### config.mk
export PLATFORM = sky130hd
export DESIGN_NAME = display_window_and_plane_fetch
export DESIGN_NICKNAME = d
export VERILOG_FILES = /design/src/core/display_fetch_pkg.sv /design/src/core/display_window_and_plane_fetch.sv
export SDC_FILE = /design/constraint.sdc
export NUM_CORES = 1
export LEC_CHECK = 0
export BUFFER_PORTS_ARGS = -buffer_cell sky130_fd_sc_hd__clkbuf_2
export CAP_MARGIN = 10
export CORE_UTILIZATION = 40
export CTS_CLUSTER_DIAMETER = 50
export CTS_CLUSTER_SIZE = 28
export DETAILED_ROUTE_END_ITERATION = 12
export PLACE_DENSITY = 0.63
export SYNTH_ARGS = -nofsm -noshare
export SYNTH_HDL_FRONTEND = slang
export SYNTH_SLANG_ARGS = --single-unit
### constraint.sdc
create_clock -name clk_i -period 5.9 [get_ports clk_i]
set_input_delay 1.18 -clock clk_i [delete_from_list [all_inputs] [get_ports clk_i]]
set_output_delay 1.18 -clock clk_i [all_outputs]
set_load 0.02 [all_outputs]
### src/core/display_fetch_pkg.sv
// Purpose: shared constants and types for the window and plane fetch block
// Assumes: 32-bit classic Wishbone, one word per register
// Notes: beam horizontal unit is one low-resolution pixel
`default_nettype none
package display_fetch_pkg;
  // ----------------------------------------------------------------
  // register offsets (byte addresses)
  // ----------------------------------------------------------------
  localparam logic [7:0] WIN_START_OFS = 8'h00;
  localparam logic [7:0] WIN_STOP_OFS = 8'h04;
  localparam logic [7:0] FET_START_OFS = 8'h08;
  localparam logic [7:0] FET_STOP_OFS = 8'h0C;
  localparam logic [7:0] ODD_MOD_OFS = 8'h10;
  localparam logic [7:0] EVEN_MOD_OFS = 8'h14;
  localparam logic [7:0] CTRL_OFS = 8'h18;
  localparam logic [7:0] STATUS_OFS = 8'h1C;
  // plane p: high word at 0x40 + 8p, low word at 0x44 + 8p
  localparam logic [1:0] PTR_REGION = 2'h1;
  // ----------------------------------------------------------------
  // field positions and reset values
  // ----------------------------------------------------------------
  localparam int CTRL_HIRES_BIT = 0;
  localparam int CTRL_LACE_BIT = 1;
  localparam int CTRL_PLANES_LSB = 4;
  localparam int STAT_WIN_BIT = 0;
  localparam int STAT_FETCH_BIT = 1;
  localparam int STAT_FULL_BIT = 2;
  localparam logic [15:0] REG_RST = 16'h0000;
  localparam logic [18:0] PTR_RST = 19'h00000;
  // ----------------------------------------------------------------
  // timing, in low-resolution pixels (half colour clocks); word step in bytes
  // ----------------------------------------------------------------
  localparam logic [8:0] H_STOP_OFFSET = 9'h100;
  localparam logic [9:0] LORES_SLOT_PIX = 10'h010;
  localparam logic [9:0] HIRES_SLOT_PIX = 10'h008;
  localparam logic [9:0] LINE_END_PIX = 10'h010;
  localparam int DISP_LAG_PIX = 9;
  localparam logic [18:0] WORD_BYTES = 19'h00002;
  // ----------------------------------------------------------------
  // fetch request carried to the memory side
  // ----------------------------------------------------------------
  typedef struct packed {
    logic [2:0] plane;
    logic [18:0] addr;
  } fetch_req_t;
endpackage
`default_nettype wire

### src/core/display_window_and_plane_fetch.sv
// Purpose: display window gating and bit-plane word fetch sequencer
// Assumes: beam_h_i counts low-res pixels, two per colour clock
// Notes: fetch words leave through a two-entry buffer
//
// Added by the designer: the Wishbone interface to the registers and the placing of the registers.
`default_nettype none
module display_window_and_plane_fetch #(
  parameter int PLANES = 6,
  parameter int BUF_DEPTH = 2
) (
  // clock, reset, enable
  input wire logic clk_i,
  input wire logic rst_i,
  input wire logic ce_i,
  // wishbone slave
  input wire logic cyc_i,
  input wire logic stb_i,
  input wire logic we_i,
  input wire logic [7:0] adr_i,
  input wire logic [3:0] sel_i,
  input wire logic [31:0] dat_i,
  output logic [31:0] dat_o,
  output logic ack_o,
  // beam position
  input wire logic [8:0] beam_h_i,
  input wire logic [8:0] beam_v_i,
  // display enables
  output logic window_active_o,
  output logic fetch_active_o,
  output logic pixel_shown_o,
  // fetch requests
  output logic fetch_valid_o,
  input wire logic fetch_ready_i,
  output display_fetch_pkg::fetch_req_t fetch_req_o
);
  localparam int AW = (BUF_DEPTH > 1) ? $clog2(BUF_DEPTH) : 1;
  localparam logic [AW:0] BUF_FULL = (AW + 1)'(BUF_DEPTH);
  localparam logic [AW-1:0] BUF_LAST = AW'(BUF_DEPTH - 1);

  logic [15:0] win_start_r, win_stop_r, fet_start_r, fet_stop_r;
  logic [15:0] odd_mod_r, even_mod_r, ctrl_r;
  logic [18:0] ptr_r [PLANES];
  logic ack_r;
  logic [31:0] dat_r;
  logic [31:0] rd_data;
  logic bus_req, bus_wr, ptr_hit, ptr_hi;
  logic [2:0] ptr_sel;
  logic hires;
  logic [2:0] plane_cnt;

  // ----------------------------------------------------------------
  // wishbone slave
  // ----------------------------------------------------------------
  function automatic logic [15:0] merge16(input logic [15:0] old, input logic [31:0] d,
                                          input logic [3:0] s);
    return {s[1] ? d[15:8] : old[15:8], s[0] ? d[7:0] : old[7:0]};
  endfunction
  assign bus_req = cyc_i & stb_i & ~ack_r;
  assign bus_wr = bus_req & we_i & ce_i;
  assign ptr_sel = adr_i[5:3];
  assign ptr_hi = ~adr_i[2];
  assign ptr_hit = (adr_i[7:6] == display_fetch_pkg::PTR_REGION) && (32'(ptr_sel) < PLANES);
  assign hires = ctrl_r[display_fetch_pkg::CTRL_HIRES_BIT];
  assign plane_cnt = ctrl_r[display_fetch_pkg::CTRL_PLANES_LSB +: 3];
  assign ack_o = ack_r;
  assign dat_o = dat_r;

  always_ff @(posedge clk_i) begin
    if (rst_i) begin
      win_start_r <= display_fetch_pkg::REG_RST;
      win_stop_r <= display_fetch_pkg::REG_RST;
      fet_start_r <= display_fetch_pkg::REG_RST;
      fet_stop_r <= display_fetch_pkg::REG_RST;
      odd_mod_r <= display_fetch_pkg::REG_RST;
      even_mod_r <= display_fetch_pkg::REG_RST;
      ctrl_r <= display_fetch_pkg::REG_RST;
    end else if (bus_wr) begin
      case (adr_i)
        display_fetch_pkg::WIN_START_OFS: win_start_r <= merge16(win_start_r, dat_i, sel_i);
        display_fetch_pkg::WIN_STOP_OFS: win_stop_r <= merge16(win_stop_r, dat_i, sel_i);
        display_fetch_pkg::FET_START_OFS: fet_start_r <= merge16(fet_start_r, dat_i, sel_i);
        display_fetch_pkg::FET_STOP_OFS: fet_stop_r <= merge16(fet_stop_r, dat_i, sel_i);
        display_fetch_pkg::ODD_MOD_OFS: odd_mod_r <= merge16(odd_mod_r, dat_i, sel_i);
        display_fetch_pkg::EVEN_MOD_OFS: even_mod_r <= merge16(even_mod_r, dat_i, sel_i);
        display_fetch_pkg::CTRL_OFS: ctrl_r <= merge16(ctrl_r, dat_i, sel_i);
        default: ;
      endcase
    end
  end
  logic win_r, fet_r, buf_full;
  always_comb begin
    rd_data = 32'h00000000;
    case (adr_i)
      display_fetch_pkg::WIN_START_OFS: rd_data = {16'h0000, win_start_r};
      display_fetch_pkg::WIN_STOP_OFS: rd_data = {16'h0000, win_stop_r};
      display_fetch_pkg::FET_START_OFS: rd_data = {16'h0000, fet_start_r};
      display_fetch_pkg::FET_STOP_OFS: rd_data = {16'h0000, fet_stop_r};
      display_fetch_pkg::ODD_MOD_OFS: rd_data = {16'h0000, odd_mod_r};
      display_fetch_pkg::EVEN_MOD_OFS: rd_data = {16'h0000, even_mod_r};
      display_fetch_pkg::CTRL_OFS: rd_data = {16'h0000, ctrl_r};
      display_fetch_pkg::STATUS_OFS: begin
        rd_data[display_fetch_pkg::STAT_WIN_BIT] = win_r;
        rd_data[display_fetch_pkg::STAT_FETCH_BIT] = fet_r;
        rd_data[display_fetch_pkg::STAT_FULL_BIT] = buf_full;
      end
      default: begin
        if (ptr_hit && ptr_hi) begin
          rd_data = {29'h0, ptr_r[ptr_sel][18:16]};
        end else if (ptr_hit) begin
          rd_data = {16'h0000, ptr_r[ptr_sel][15:0]};
        end
      end
    endcase
  end
  // registered ack, one wait state; unmapped reads give zero
  always_ff @(posedge clk_i) begin
    if (rst_i) begin
      ack_r <= 1'b0;
      dat_r <= 32'h00000000;
    end else if (ce_i) begin
      ack_r <= bus_req;
      if (bus_req) begin
        dat_r <= rd_data;
      end
    end
  end

  // ----------------------------------------------------------------
  // display window compare
  // ----------------------------------------------------------------
  logic [8:0] horiz_window_begin, horiz_window_end, vert_window_begin, vert_window_end;
  logic win_hit;
  logic [8:0] prev_h_r;
  logic new_pix;

  // no scaling for hires or lace
  assign horiz_window_begin = {1'b0, win_start_r[7:0]};
  assign vert_window_begin = {1'b0, win_start_r[15:8]};
  assign horiz_window_end = {1'b0, win_stop_r[7:0]} + display_fetch_pkg::H_STOP_OFFSET;
  // top bit is complement of bit 7
  assign vert_window_end = {~win_stop_r[15], win_stop_r[15:8]};
  // stop is the exclusive lower right corner
  assign win_hit = (beam_h_i >= horiz_window_begin) && (beam_h_i < horiz_window_end) &&
                   (beam_v_i >= vert_window_begin) && (beam_v_i < vert_window_end);
  assign new_pix = beam_h_i != prev_h_r;

  always_ff @(posedge clk_i) begin
    if (rst_i) begin
      win_r <= 1'b0;
      prev_h_r <= 9'h000;
    end else if (ce_i) begin
      win_r <= win_hit;
      prev_h_r <= beam_h_i;
    end
  end
  assign window_active_o = win_r;

  // ----------------------------------------------------------------
  // fetch window and slot timing
  // ----------------------------------------------------------------
  logic [9:0] h10, f_beg, f_end, issue_lim, line_end, rel;
  logic aligned, slot, eol, fet_hit;
  logic [display_fetch_pkg::DISP_LAG_PIX-1:0] lag_r;

  assign h10 = {1'b0, beam_h_i};
  // one fetch step is two low-res pixels
  // fetch units are half the window resolution
  assign f_beg = {1'b0, fet_start_r[7:0], 1'b0};
  assign f_end = {1'b0, fet_stop_r[7:0], 1'b0};
  // hires runs one slot past the stop
  // hires gives 40 words at nominal settings
  assign issue_lim = f_end + (hires ? display_fetch_pkg::HIRES_SLOT_PIX : 10'h000);
  assign line_end = f_end + display_fetch_pkg::LINE_END_PIX;
  assign rel = h10 - f_beg;
  // slots repeat from the aligned fetch start
  assign aligned = hires ? (rel[2:0] == 3'h0) : (rel[3:0] == 4'h0);
  assign fet_hit = (h10 >= f_beg) && (h10 < line_end);
  assign slot = ce_i && new_pix && (h10 >= f_beg) && (h10 <= issue_lim) && aligned;
  assign eol = ce_i && new_pix && (h10 == line_end);

  // shown data lags fetch by nine pixels
  always_ff @(posedge clk_i) begin
    if (rst_i) begin
      fet_r <= 1'b0;
      lag_r <= '0;
    end else if (ce_i) begin
      fet_r <= fet_hit;
      if (new_pix) begin
        lag_r <= {lag_r[display_fetch_pkg::DISP_LAG_PIX-2:0], fet_r};
      end
    end
  end
  assign fetch_active_o = fet_r;
  assign pixel_shown_o = lag_r[display_fetch_pkg::DISP_LAG_PIX-1] & win_r;

  // ----------------------------------------------------------------
  // plane scheduling and pointers
  // ----------------------------------------------------------------
  logic [PLANES-1:0] pend_r, active, pick;
  logic [2:0] push_plane;
  logic push, buf_in_ready;
  logic [18:0] odd_ext, even_ext;

  always_comb begin
    pick = '0;
    push_plane = 3'h0;
    for (int i = PLANES - 1; i >= 0; i--) begin
      if (pend_r[i]) begin
        pick = '0;
        pick[i] = 1'b1;
        push_plane = 3'(i);
      end
    end
  end
  assign push = ce_i && (|pend_r) && buf_in_ready;

  // a stalled sink holds words back; a slot merges into pending
  always_ff @(posedge clk_i) begin
    if (rst_i) begin
      pend_r <= '0;
    end else if (ce_i) begin
      pend_r <= (pend_r & ~(push ? pick : '0)) | (slot ? active : '0);
    end
  end

  assign odd_ext = {{3{odd_mod_r[15]}}, odd_mod_r[15:1], 1'b0};
  assign even_ext = {{3{even_mod_r[15]}}, even_mod_r[15:1], 1'b0};

  for (genvar p = 0; p < PLANES; p++) begin : g_plane
    logic [18:0] step, sum;
    logic [15:0] hi_w, lo_w;
    assign active[p] = 32'(plane_cnt) > p;
    assign hi_w = merge16({13'h0000, ptr_r[p][18:16]}, dat_i, sel_i);
    assign lo_w = merge16(ptr_r[p][15:0], dat_i, sel_i);
    always_comb begin
      step = 19'h00000;
      if (push && push_plane == 3'(p)) begin
        step = display_fetch_pkg::WORD_BYTES;
      end
      // plane 1,3,5 odd modulo; 2,4,6 even
      if (eol) begin
        step = step + ((p % 2 == 0) ? odd_ext : even_ext);
      end
    end
    assign sum = ptr_r[p] + step;
    // bit 0 cleared on every load
    always_ff @(posedge clk_i) begin
      if (rst_i) begin
        ptr_r[p] <= display_fetch_pkg::PTR_RST;
      end else if (bus_wr && ptr_hit && ptr_sel == 3'(p)) begin
        if (ptr_hi) begin
          ptr_r[p] <= {hi_w[2:0], ptr_r[p][15:1], 1'b0};
        end else begin
          ptr_r[p] <= {ptr_r[p][18:16], lo_w[15:1], 1'b0};
        end
      end else if (ce_i) begin
        ptr_r[p] <= {sum[18:1], 1'b0};
      end
    end
  end

  // ----------------------------------------------------------------
  // two-entry request buffer
  // ----------------------------------------------------------------
  display_fetch_pkg::fetch_req_t buf_r [BUF_DEPTH];
  logic [AW-1:0] wp_r, rp_r;
  logic [AW:0] cnt_r;
  logic pop;

  assign buf_full = cnt_r == BUF_FULL;
  assign buf_in_ready = !buf_full;
  assign fetch_valid_o = cnt_r != '0;
  assign fetch_req_o = buf_r[rp_r];
  assign pop = ce_i && fetch_valid_o && fetch_ready_i;

  always_ff @(posedge clk_i) begin
    if (push) begin
      buf_r[wp_r] <= '{plane: push_plane, addr: ptr_r[push_plane]};
    end
  end

  always_ff @(posedge clk_i) begin
    if (rst_i) begin
      wp_r <= '0;
      rp_r <= '0;
      cnt_r <= '0;
    end else begin
      if (push) begin
        wp_r <= (wp_r == BUF_LAST) ? '0 : wp_r + 1'b1;
      end
      if (pop) begin
        rp_r <= (rp_r == BUF_LAST) ? '0 : rp_r + 1'b1;
      end
      if (push && !pop) begin
        cnt_r <= cnt_r + 1'b1;
      end else if (pop && !push) begin
        cnt_r <= cnt_r - 1'b1;
      end
    end
  end
endmodule // display_window_and_plane_fetch
`default_nettype wire

# Yosys cells after proc, flatten, opt, wreduce, memory -nomap -nowiden
# Memories as Yosys holds them, arrays and structs flattened. A register that Yosys moved wholly into a read port is not among the register bits.
# Index checks and enable logic that the tools add are counted.
[totals]
regBits = 175
ram_bits = 152
in_bits = 69
wordCells = 302
mem_count = 2
[memory_table]
columns = ["name", "depth", "word_bits", "read_ports", "rd_clocked_by_memory_dff", "write_ports", "line", "text"]
rows = [
  ["ptr_r", 6, 18, 8, 0, 6, "display_window_and_plane_fetch.sv:42", "logic [18:0] ptr_r [PLANES];"],
  ["buf_r", 2, 22, 1, 1, 1, "display_window_and_plane_fetch.sv:265", "display_fetch_pkg::fetch_req_t buf_r [BUF_DEPTH];"],
]
[op_classes]
n_addsub = 20
n_lt_le_gt_ge = 14
n_eq_ne = 21
n_mux = 135
n_bitwise = 29
reduce_logical = 57
[op_table]
columns = ["operator", "n"]
rows = [
  ["$mux W18", 18],
  ["$pmux W29 S8", 1],
  ["$add A19 B19 Y19", 12],
  ["$mux W19", 6],
  ["$mux W8", 12],
  ["$mux W1", 66],
  ["$mux W6", 8],
  ["$reduce_and A3 Y1", 14],
  ["$mux W3", 12],
  ["$eq A8 B5 Y1 const B", 4],
  ["$mux W32", 1],
  ["$logic_and A1 B1 Y1", 30],
  ["$pmux W3 S8", 1],
  ["$ge A9 B8 Y1", 2],
  ["$lt A9 B9 Y1", 2],
  ["$or A1 B1 Y1", 18],
  ["$eq A8 B4 Y1 const B", 2],
  ["$mux W16", 1],
  ["$mux W2", 8],
  ["$eq A3 B2 Y1 const B", 4],
  ["$eq A3 B3 Y1 const B", 4],
  ["$add A9 B4 Y10", 1],
  ["$add A9 B5 Y10 const B", 1],
  ["$eq A9 B10 Y1", 1],
  ["30 further kinds", 47],
]

# Longest topological paths before layout
# Gate-level depths: netlist (run 1).
[depth]
word_depth = 13
ltp_mapped = 22
depth_no_buf = 22

# Worst setup path before layout (run 1)
# OpenSTA, ideal clock, no wires.
[synth_path]
path_kind = "input-to-reg"
startpoint = "in ce_i"
endpoint = "mem ptr_r[5][16] (netlist name), data pin"
setup_ns = 0.269
arrival_time_ns = 4.916
required_ns = 5.631
setup_slack_ns = 0.715
cell_stages = 22
path_cell_list = "clkbuf_1 > nand2_1 > a21oi_1 > nand2_1 > nor3_1 > nand2_1 > inv_1 > ha_1 > ha_1 > nand3_1 > nor2_1 > xnor2_1 > nor2_1 > ha_1 > and3_1 > a211oi_1 > o21ai_0 > a31oi_1 > o221ai_1 > o31ai_1 > xor2_1 > o21ai_0"
[synth_lines]
columns = ["item", "line", "text"]
rows = [
  ["start: declaration", "display_window_and_plane_fetch.sv:14", "input wire logic ce_i,"],
  ["end: declaration", "display_window_and_plane_fetch.sv:42", ""],
]

==> results of run 1 <==
## worst paths after layout
kind                      to  slack [ps]  cells after the start
max             ptr_r[5][17]         690                     19
min          fet_start_r[15]         450                      2
max reg2reg     ptr_r[5][17]         690                     19
min reg2reg  fet_start_r[15]         450                      2
## worst max-delay path: stages, from the launching register on
cell and delay [ps]:
dfxtp_1 490, ha_1 300, nand3_1 110, xor2_1 170
ha_1 330, nand2_1 60, nor2_1 100, and3_1 280
nand2b_2 300, buf_4 300, nor2_1 130, ha_1 300
a21oi_1 210, nand2_1 70, a31oi_1 460, or3_1 260
a211oi_1 130, a311oi_1 600, xnor2_1 150, a22o_1 210
## final cells by class
class / instances / area, um^2
diodes: 1 / 2.50
clock buffers: 52 / 1230
clock inverters: 34 / 385
fillers: 5568 / 30700
inverters: 96 / 360
multi-input cells: 2177 / 14300
flip-flops and latches: 310 / 7710
well taps: 756 / 946
repair buffers: 153 / 937
## cells in the final DEF, fill, tap and decap left out, drive strengths merged, types with 17 or more instances in the layout
master,netlist,final
clkbuf,107,142
nand4,20,20
and3,18,18
inv,95,112
or3,17,17
mux2i,76,76
mux2,62,62
o21ai,188,188
ha,171,171
conb,1,17
mux4,20,20
buf,54,63
nand2b,30,30
a21o,37,37
a21oi,196,196
xnor2,83,83
a211oi,30,30
o21a,18,18
nand3,95,95
a22oi,29,29
nor2b,20,20
edfxtp,150,150
xor2,96,96
nand2,386,386
dfxtp,160,160
nor3,46,46
o22ai,42,42
nor2,313,313
## logic make-up after synthesis
family / synth area share (%)
compound gates: 17.7
simple gates: 18.9
mux: 8.33
other cells: 0.0164
fa+ha+maj: 9.94
flops: 33.6
xor+xnor: 6.84
buf+inv: 4.64
## power by group through the flow
stage	clock (uW)	combinational (uW)	sequential, uW
final	2920	571	2400
after global placement	0	547	2440
after floorplan	0	352	2400
after CTS	2940	558	2390
after detailed placement	0	555	2440
after global routing	3030	609	2400
## layer usage
metal	vias to the layer above	wire length, um
li1	9857	-
met1	10400	38000
met2	1058	40600
met3	223	8330
met4	0	4090
met5	-	0
## metrics by stage
step	power [uW]	hold WS [ps]
after detailed placement	2990	443
after global routing	6040	468
after CTS	5890	451
final	5880	453
after floorplan	2750	429
after global placement	2980	437
==> impl_metrics.json, run 1 <==
{
  "pwr-share-comb_pct": 9.7,
  "postPlaceCellArea_um2": 24200,
  "cts-htree-levels": 2,
  "grt_pass1_vias": 20400,
  "antenna_found_initial": 3,
  "ys.flop_type": "dfxtp_1",
  "setup_tns_ps": 0,
  "switching_share_pct": 28.2,
  "wl_per_cell_um": 25.4,
  "vdd_ir_drop_max_uv": 192,
  "min_from": "fet_start_r[15]",
  "maxSlewHeadroom_pct": 27.3,
  "first_pass_iters": 7,
  "grt.total_usage_pct": 31.1,
  "setup_violations": 0,
  "power_leakage_uw": 0.00964,
  "hpwl_um": 68400,
  "die_x_um": 241,
  "cts_setup_buffers": 0,
  "synth_largest_area_cell": "edfxtp_1",
  "hold_viol_final": 0,
  "ys_seq_elements": 310,
  "synth_area_leaders": "edfxtp_1 20%, dfxtp_1 14%, ha_1 9.3%",
  "met2_usage_pct": 49.2,
  "core_area_um2": 56500,
  "via_count": 21600,
  "die_h_um": 241,
  "start_util_pct": 40.6,
  "netlist_area_um2": 22900,
  "yosysSeqAreaShare_pct": 33.6,
  "synth_cell_types": 81,
  "gp_congestion": 1.04,
  "grt_pass1_wl_um": 133000,
  "synth-edff-count": 150,
  "clkPwrFrac_pct": 49.6,
  "rows": 87,
  "fmax_mhz": 192,
  "cts_sinks": 310,
  "reg_top3": "ptr_r (108), buf_r (42)",
  "intPower_uw": 4230,
  "drtAntennaViolNets": 0,
  "startpoint": "fet_stop_r[4]",
  "met1_usage_pct": 41.4,
  "finalCoreUtilization_pct": 45.7,
  "finalCritPeriodShare_pct": 88.3,
  "worst-path-max-fanout": 13,
  "rsz0062_at_grt": "false",
  "die_area_um2": 58300,
  "fin_area_um2": 25800,
  "finalNetCount": 3031,
  "grtUsageMet3_pct": 5.85,
  "cts_buffer_depth": 3,
  "required_ps": 6260,
  "yosysMostFrequentCell": "nand2_1",
  "grt_start_max_net_pins": 122,
  "pre_cts_slack_ps": 308,
  "largest_reg_flops": 108,
  "via_per_inst": 6.02,
  "final_cells": 3579,
  "synthTopCellsByCount": "386 x nand2_1, 311 x nor2_1, 195 x a21oi_1",
  "layout_min_cycle_time_ps": 5210,
  "max_flop_register": "ptr_r",
  "drc": 0,
  "io_pins": 128,
  "power.density_nw_per_um2": 228,
  "worstHoldPathType": "reg2reg",
  "fin_ws_ps": 692,
  "busiest_layer": "met2",
  "placed_cells": 3492,
  "cts_resized": 0,
  "p_sw_uw": 1660,
  "root_buffer": "clkbuf_16",
  "tightest_slew_ps": 1080,
  "finalClockSkew_ps": 31.2,
  "synth_top_area_share_pct": 19.6,
  "crit_path_start_kind": "flop",
  "synthArstFlopShare_pct": 0,
  "path_clk_slew_ps": 60,
  "synth.avg_cell_area_um2": 8.40,
  "cap_violations": 0,
  "yosys_warnings": 0,
  "drive_gt1_share_pct": 12.2,
  "cp-end-kind": "flop",
  "grt_overflow": 0,
  "r2r-start": "fet_stop_r[4]",
  "syn-instance-count": 2728,
  "drt_iter0_drc": 2481,
  "crit_type": "reg2reg",
  "cp_data_arrival_time_ps": 5570,
  "port_buffers": 92,
  "status": "complete, no violations",
  "slew_viol_final": 0,
  "clk_latency_ps": 600,
  "cts_tree": "yes",
  "pwr-share-seq_pct": 40.7,
  "syn_to_final_growth_pct": 12.7,
  "routed_wl_um": 91000,
  "cts_hold_buf": 0,
  "cts_buffers": 46
}
(Power assumes the default switching activity.)
==> run 2, diff against run 1 <==
==> constraint.sdc (replaced) <==
create_clock -name clk_i -period 4.85 [get_ports clk_i]
set_input_delay 0.97 -clock clk_i [delete_from_list [all_inputs] [get_ports clk_i]]
set_output_delay 0.97 -clock clk_i [all_outputs]
set_load 0.02 [all_outputs]
==> run 2 against run 1 <==
  * Critical path depth is 2 higher
  * Utilization grew 2.9 points
  * Cell count grew 5.4%
  * Sequential power up 22%
  * Final area up 6.3%
  * Setup slack worse by 490 ps
  * Flip-flop and latch count stayed put
  * Fmax rose by 12%
  * Largest cell class unchanged
==> impl_metrics.json, run 2 (synthesized netlist as in run 1, its figures left out) <==
{
  "routed.top_layer": "met5",
  "cts_buffer_depth": 3,
  "syn_to_final_growth_pct": 19.8,
  "hold_viol_final": 0,
  "grt_start_max_net_pins": 68,
  "drc": 0,
  "hpwl_um": 71600,
  "r2r_end": "ptr_r[2][17]",
  "route.met3.wl_um": 9250,
  "cp_data_arrival_time_ps": 5000,
  "die_area_um2": 58300,
  "min_path_cells": 2,
  "p_sw_uw": 2140,
  "fmax_mhz": 215,
  "antenna_found_initial": 1,
  "grt_pass1_wl_um": 136000,
  "drtAntennaViolNets": 0,
  "largest_reg_flops": 108,
  "worstHoldPathType": "reg2reg",
  "min_from": "ctrl_r[14]",
  "start_util_pct": 40.6,
  "drt_iter0_drc": 2234,
  "power_leakage_uw": 0.0107,
  "final_common_cell": "nand2_1",
  "slew_viol_final": 0,
  "wl_met2_um": 40800,
  "gp_congestion": 1.05,
  "tightest_slew_ps": 1140,
  "cts-htree-levels": 2,
  "switching_share_pct": 28.9,
  "pwr-share-comb_pct": 10.0,
  "die_x_um": 241,
  "reg2reg_slack_ps": 200,
  "vdd_ir_drop_max_uv": 303,
  "grt_pass1_vias": 21600,
  "root_buffer": "clkbuf_16",
  "drt-met1-wl_um": 37900,
  "intPower_uw": 5270,
  "finalCritPeriodShare_pct": 95.8,
  "rows": 87,
  "via_count": 22300,
  "finalClockSkew_ps": 42.3,
  "reg_top3": "ptr_r (108), buf_r (42)",
  "core_area_um2": 56500,
  "die_h_um": 241,
  "r2r.worst_path.cells": 21,
  "path_clk_slew_ps": 60,
  "rsz0062_at_grt": "false",
  "final_cell_mix": "386 x nand2_1, 308 x nor2_1, 247 x buf_4, 194 x a21oi_1, 170 x ha_1",
  "io_pins": 128,
  "first_pass_iters": 6,
  "maxSlewHeadroom_pct": 23.9,
  "required_ps": 5200,
  "grt.total_usage_pct": 31.8,
  "hold_ws_ps": 452,
  "routed_wl_um": 93200,
  "crit_path_start_kind": "flop",
  "clkPwrFrac_pct": 50.5,
  "finalNetCount": 3222,
  "grt_overflow": 0,
  "cp-end-kind": "flop",
  "max_flop_register": "ptr_r",
  "r2r-start": "fet_stop_r[3]",
  "cts_tree": "yes",
  "via_per_inst": 5.92,
  "power.density_nw_per_um2": 270,
  "crit_type": "reg2reg",
  "cts_hold_buf": 0,
  "port_buffers": 92,
  "status": "complete, no violations",
  "pwr-share-seq_pct": 39.4,
  "wl_per_cell_um": 24.7,
  "finalCoreUtilization_pct": 48.6,
  "drive_gt1_share_pct": 18.0,
  "setup_violations": 0,
  "hold-path-endpoint": "ctrl_r[14]",
  "layout_min_cycle_time_ps": 4650,
  "cap_violations": 0,
  "cts_sinks": 310,
  "worst-path-max-fanout": 6,
  "cts_buffers": 48,
  "clk_latency_ps": 620
}
run 2: cell types whose count changed in the layout (fill, tap and decap cells not counted), sizes merged:
cell    before  now
clkbuf     142  149
bufinv       4    2
inv        112  105
clkinv      11   17
buf         63  252
run 2: what timing repair did:
item,4_1_cts,5_1_grt
setup buffers,0,0
endpoints found under the setup margin,0,12
gates resized for setup,0,17
run 2: area by class of cell:
class | instances | area, um^2
Antenna cell | 1 | 2.50
Clock buffer | 59 | 1360
Clock inverter | 31 | 408
Fill cell | 5407 | 29000
Inverter | 96 | 360
Multi-Input combinational cell | 2177 | 14300
Sequential cell | 310 | 7710
Tap cell | 756 | 946
Timing Repair Buffer | 342 | 2350
run 2: worst max-delay path by stage:
stage / startpoint / to
after floorplan: ce_i / ptr_r[5][16]
after global placement: ce_i / ptr_r[5][17]
after detailed placement: ce_i / ptr_r[5][16]
after CTS: fet_stop_r[3] / ptr_r[2][17]
after global routing: cnt_r[0] / ptr_r[5][16]
final: fet_stop_r[3] / ptr_r[2][17]
run 2: per-stage QoR:
stage	std cells	cell area [um^2]	worst slack, ps	TNS (ps)	total power, uW
CTS	3769	27400	155	0	7430
floorplan	2744	23000	42.1	0	3350
global placement	3679	25600	-336	-1880	3670
global route	3771	27500	12.1	0	7610
finish	3772	27500	205	0	7410
detailed placement	3679	25600	-310	-2770	3690
run 2: power by group through the flow:
stage | clock network [uW] | registers [uW] | logic, uW
finish | 3750 | 2920 | 744
global route | 3900 | 2920 | 790
CTS | 3790 | 2910 | 722
detailed placement | 0 | 2970 | 718
global placement | 0 | 2970 | 706
floorplan | 0 | 2920 | 428
run 2: worst max-delay path, stage by stage (launching register included):
cell and delay [ps]:
dfxtp_1 310, ha_1 200, buf_4 150, xnor2_1 130, ha_1 320, nand4_1 90
nor2_1 90, and3_2 260, nor2b_1 160, buf_4 160, buf_4 200, nand2_1 90
inv_1 60, ha_1 260, a211oi_4 300, o21ai_1 160, a2111o_1 500, a2111oi_4 340
o21ai_1 160, a21oi_1 210, xnor2_1 140, o21ai_1 80
run 2: metal layers:
layer | up-vias | global-route usage (%)
met5 | - | 0
met2 | 1102 | 49.5
met3 | 268 | 7.26
met1 | 10700 | 40.7
li1 | 10200 | -
met4 | 2 | 17.2
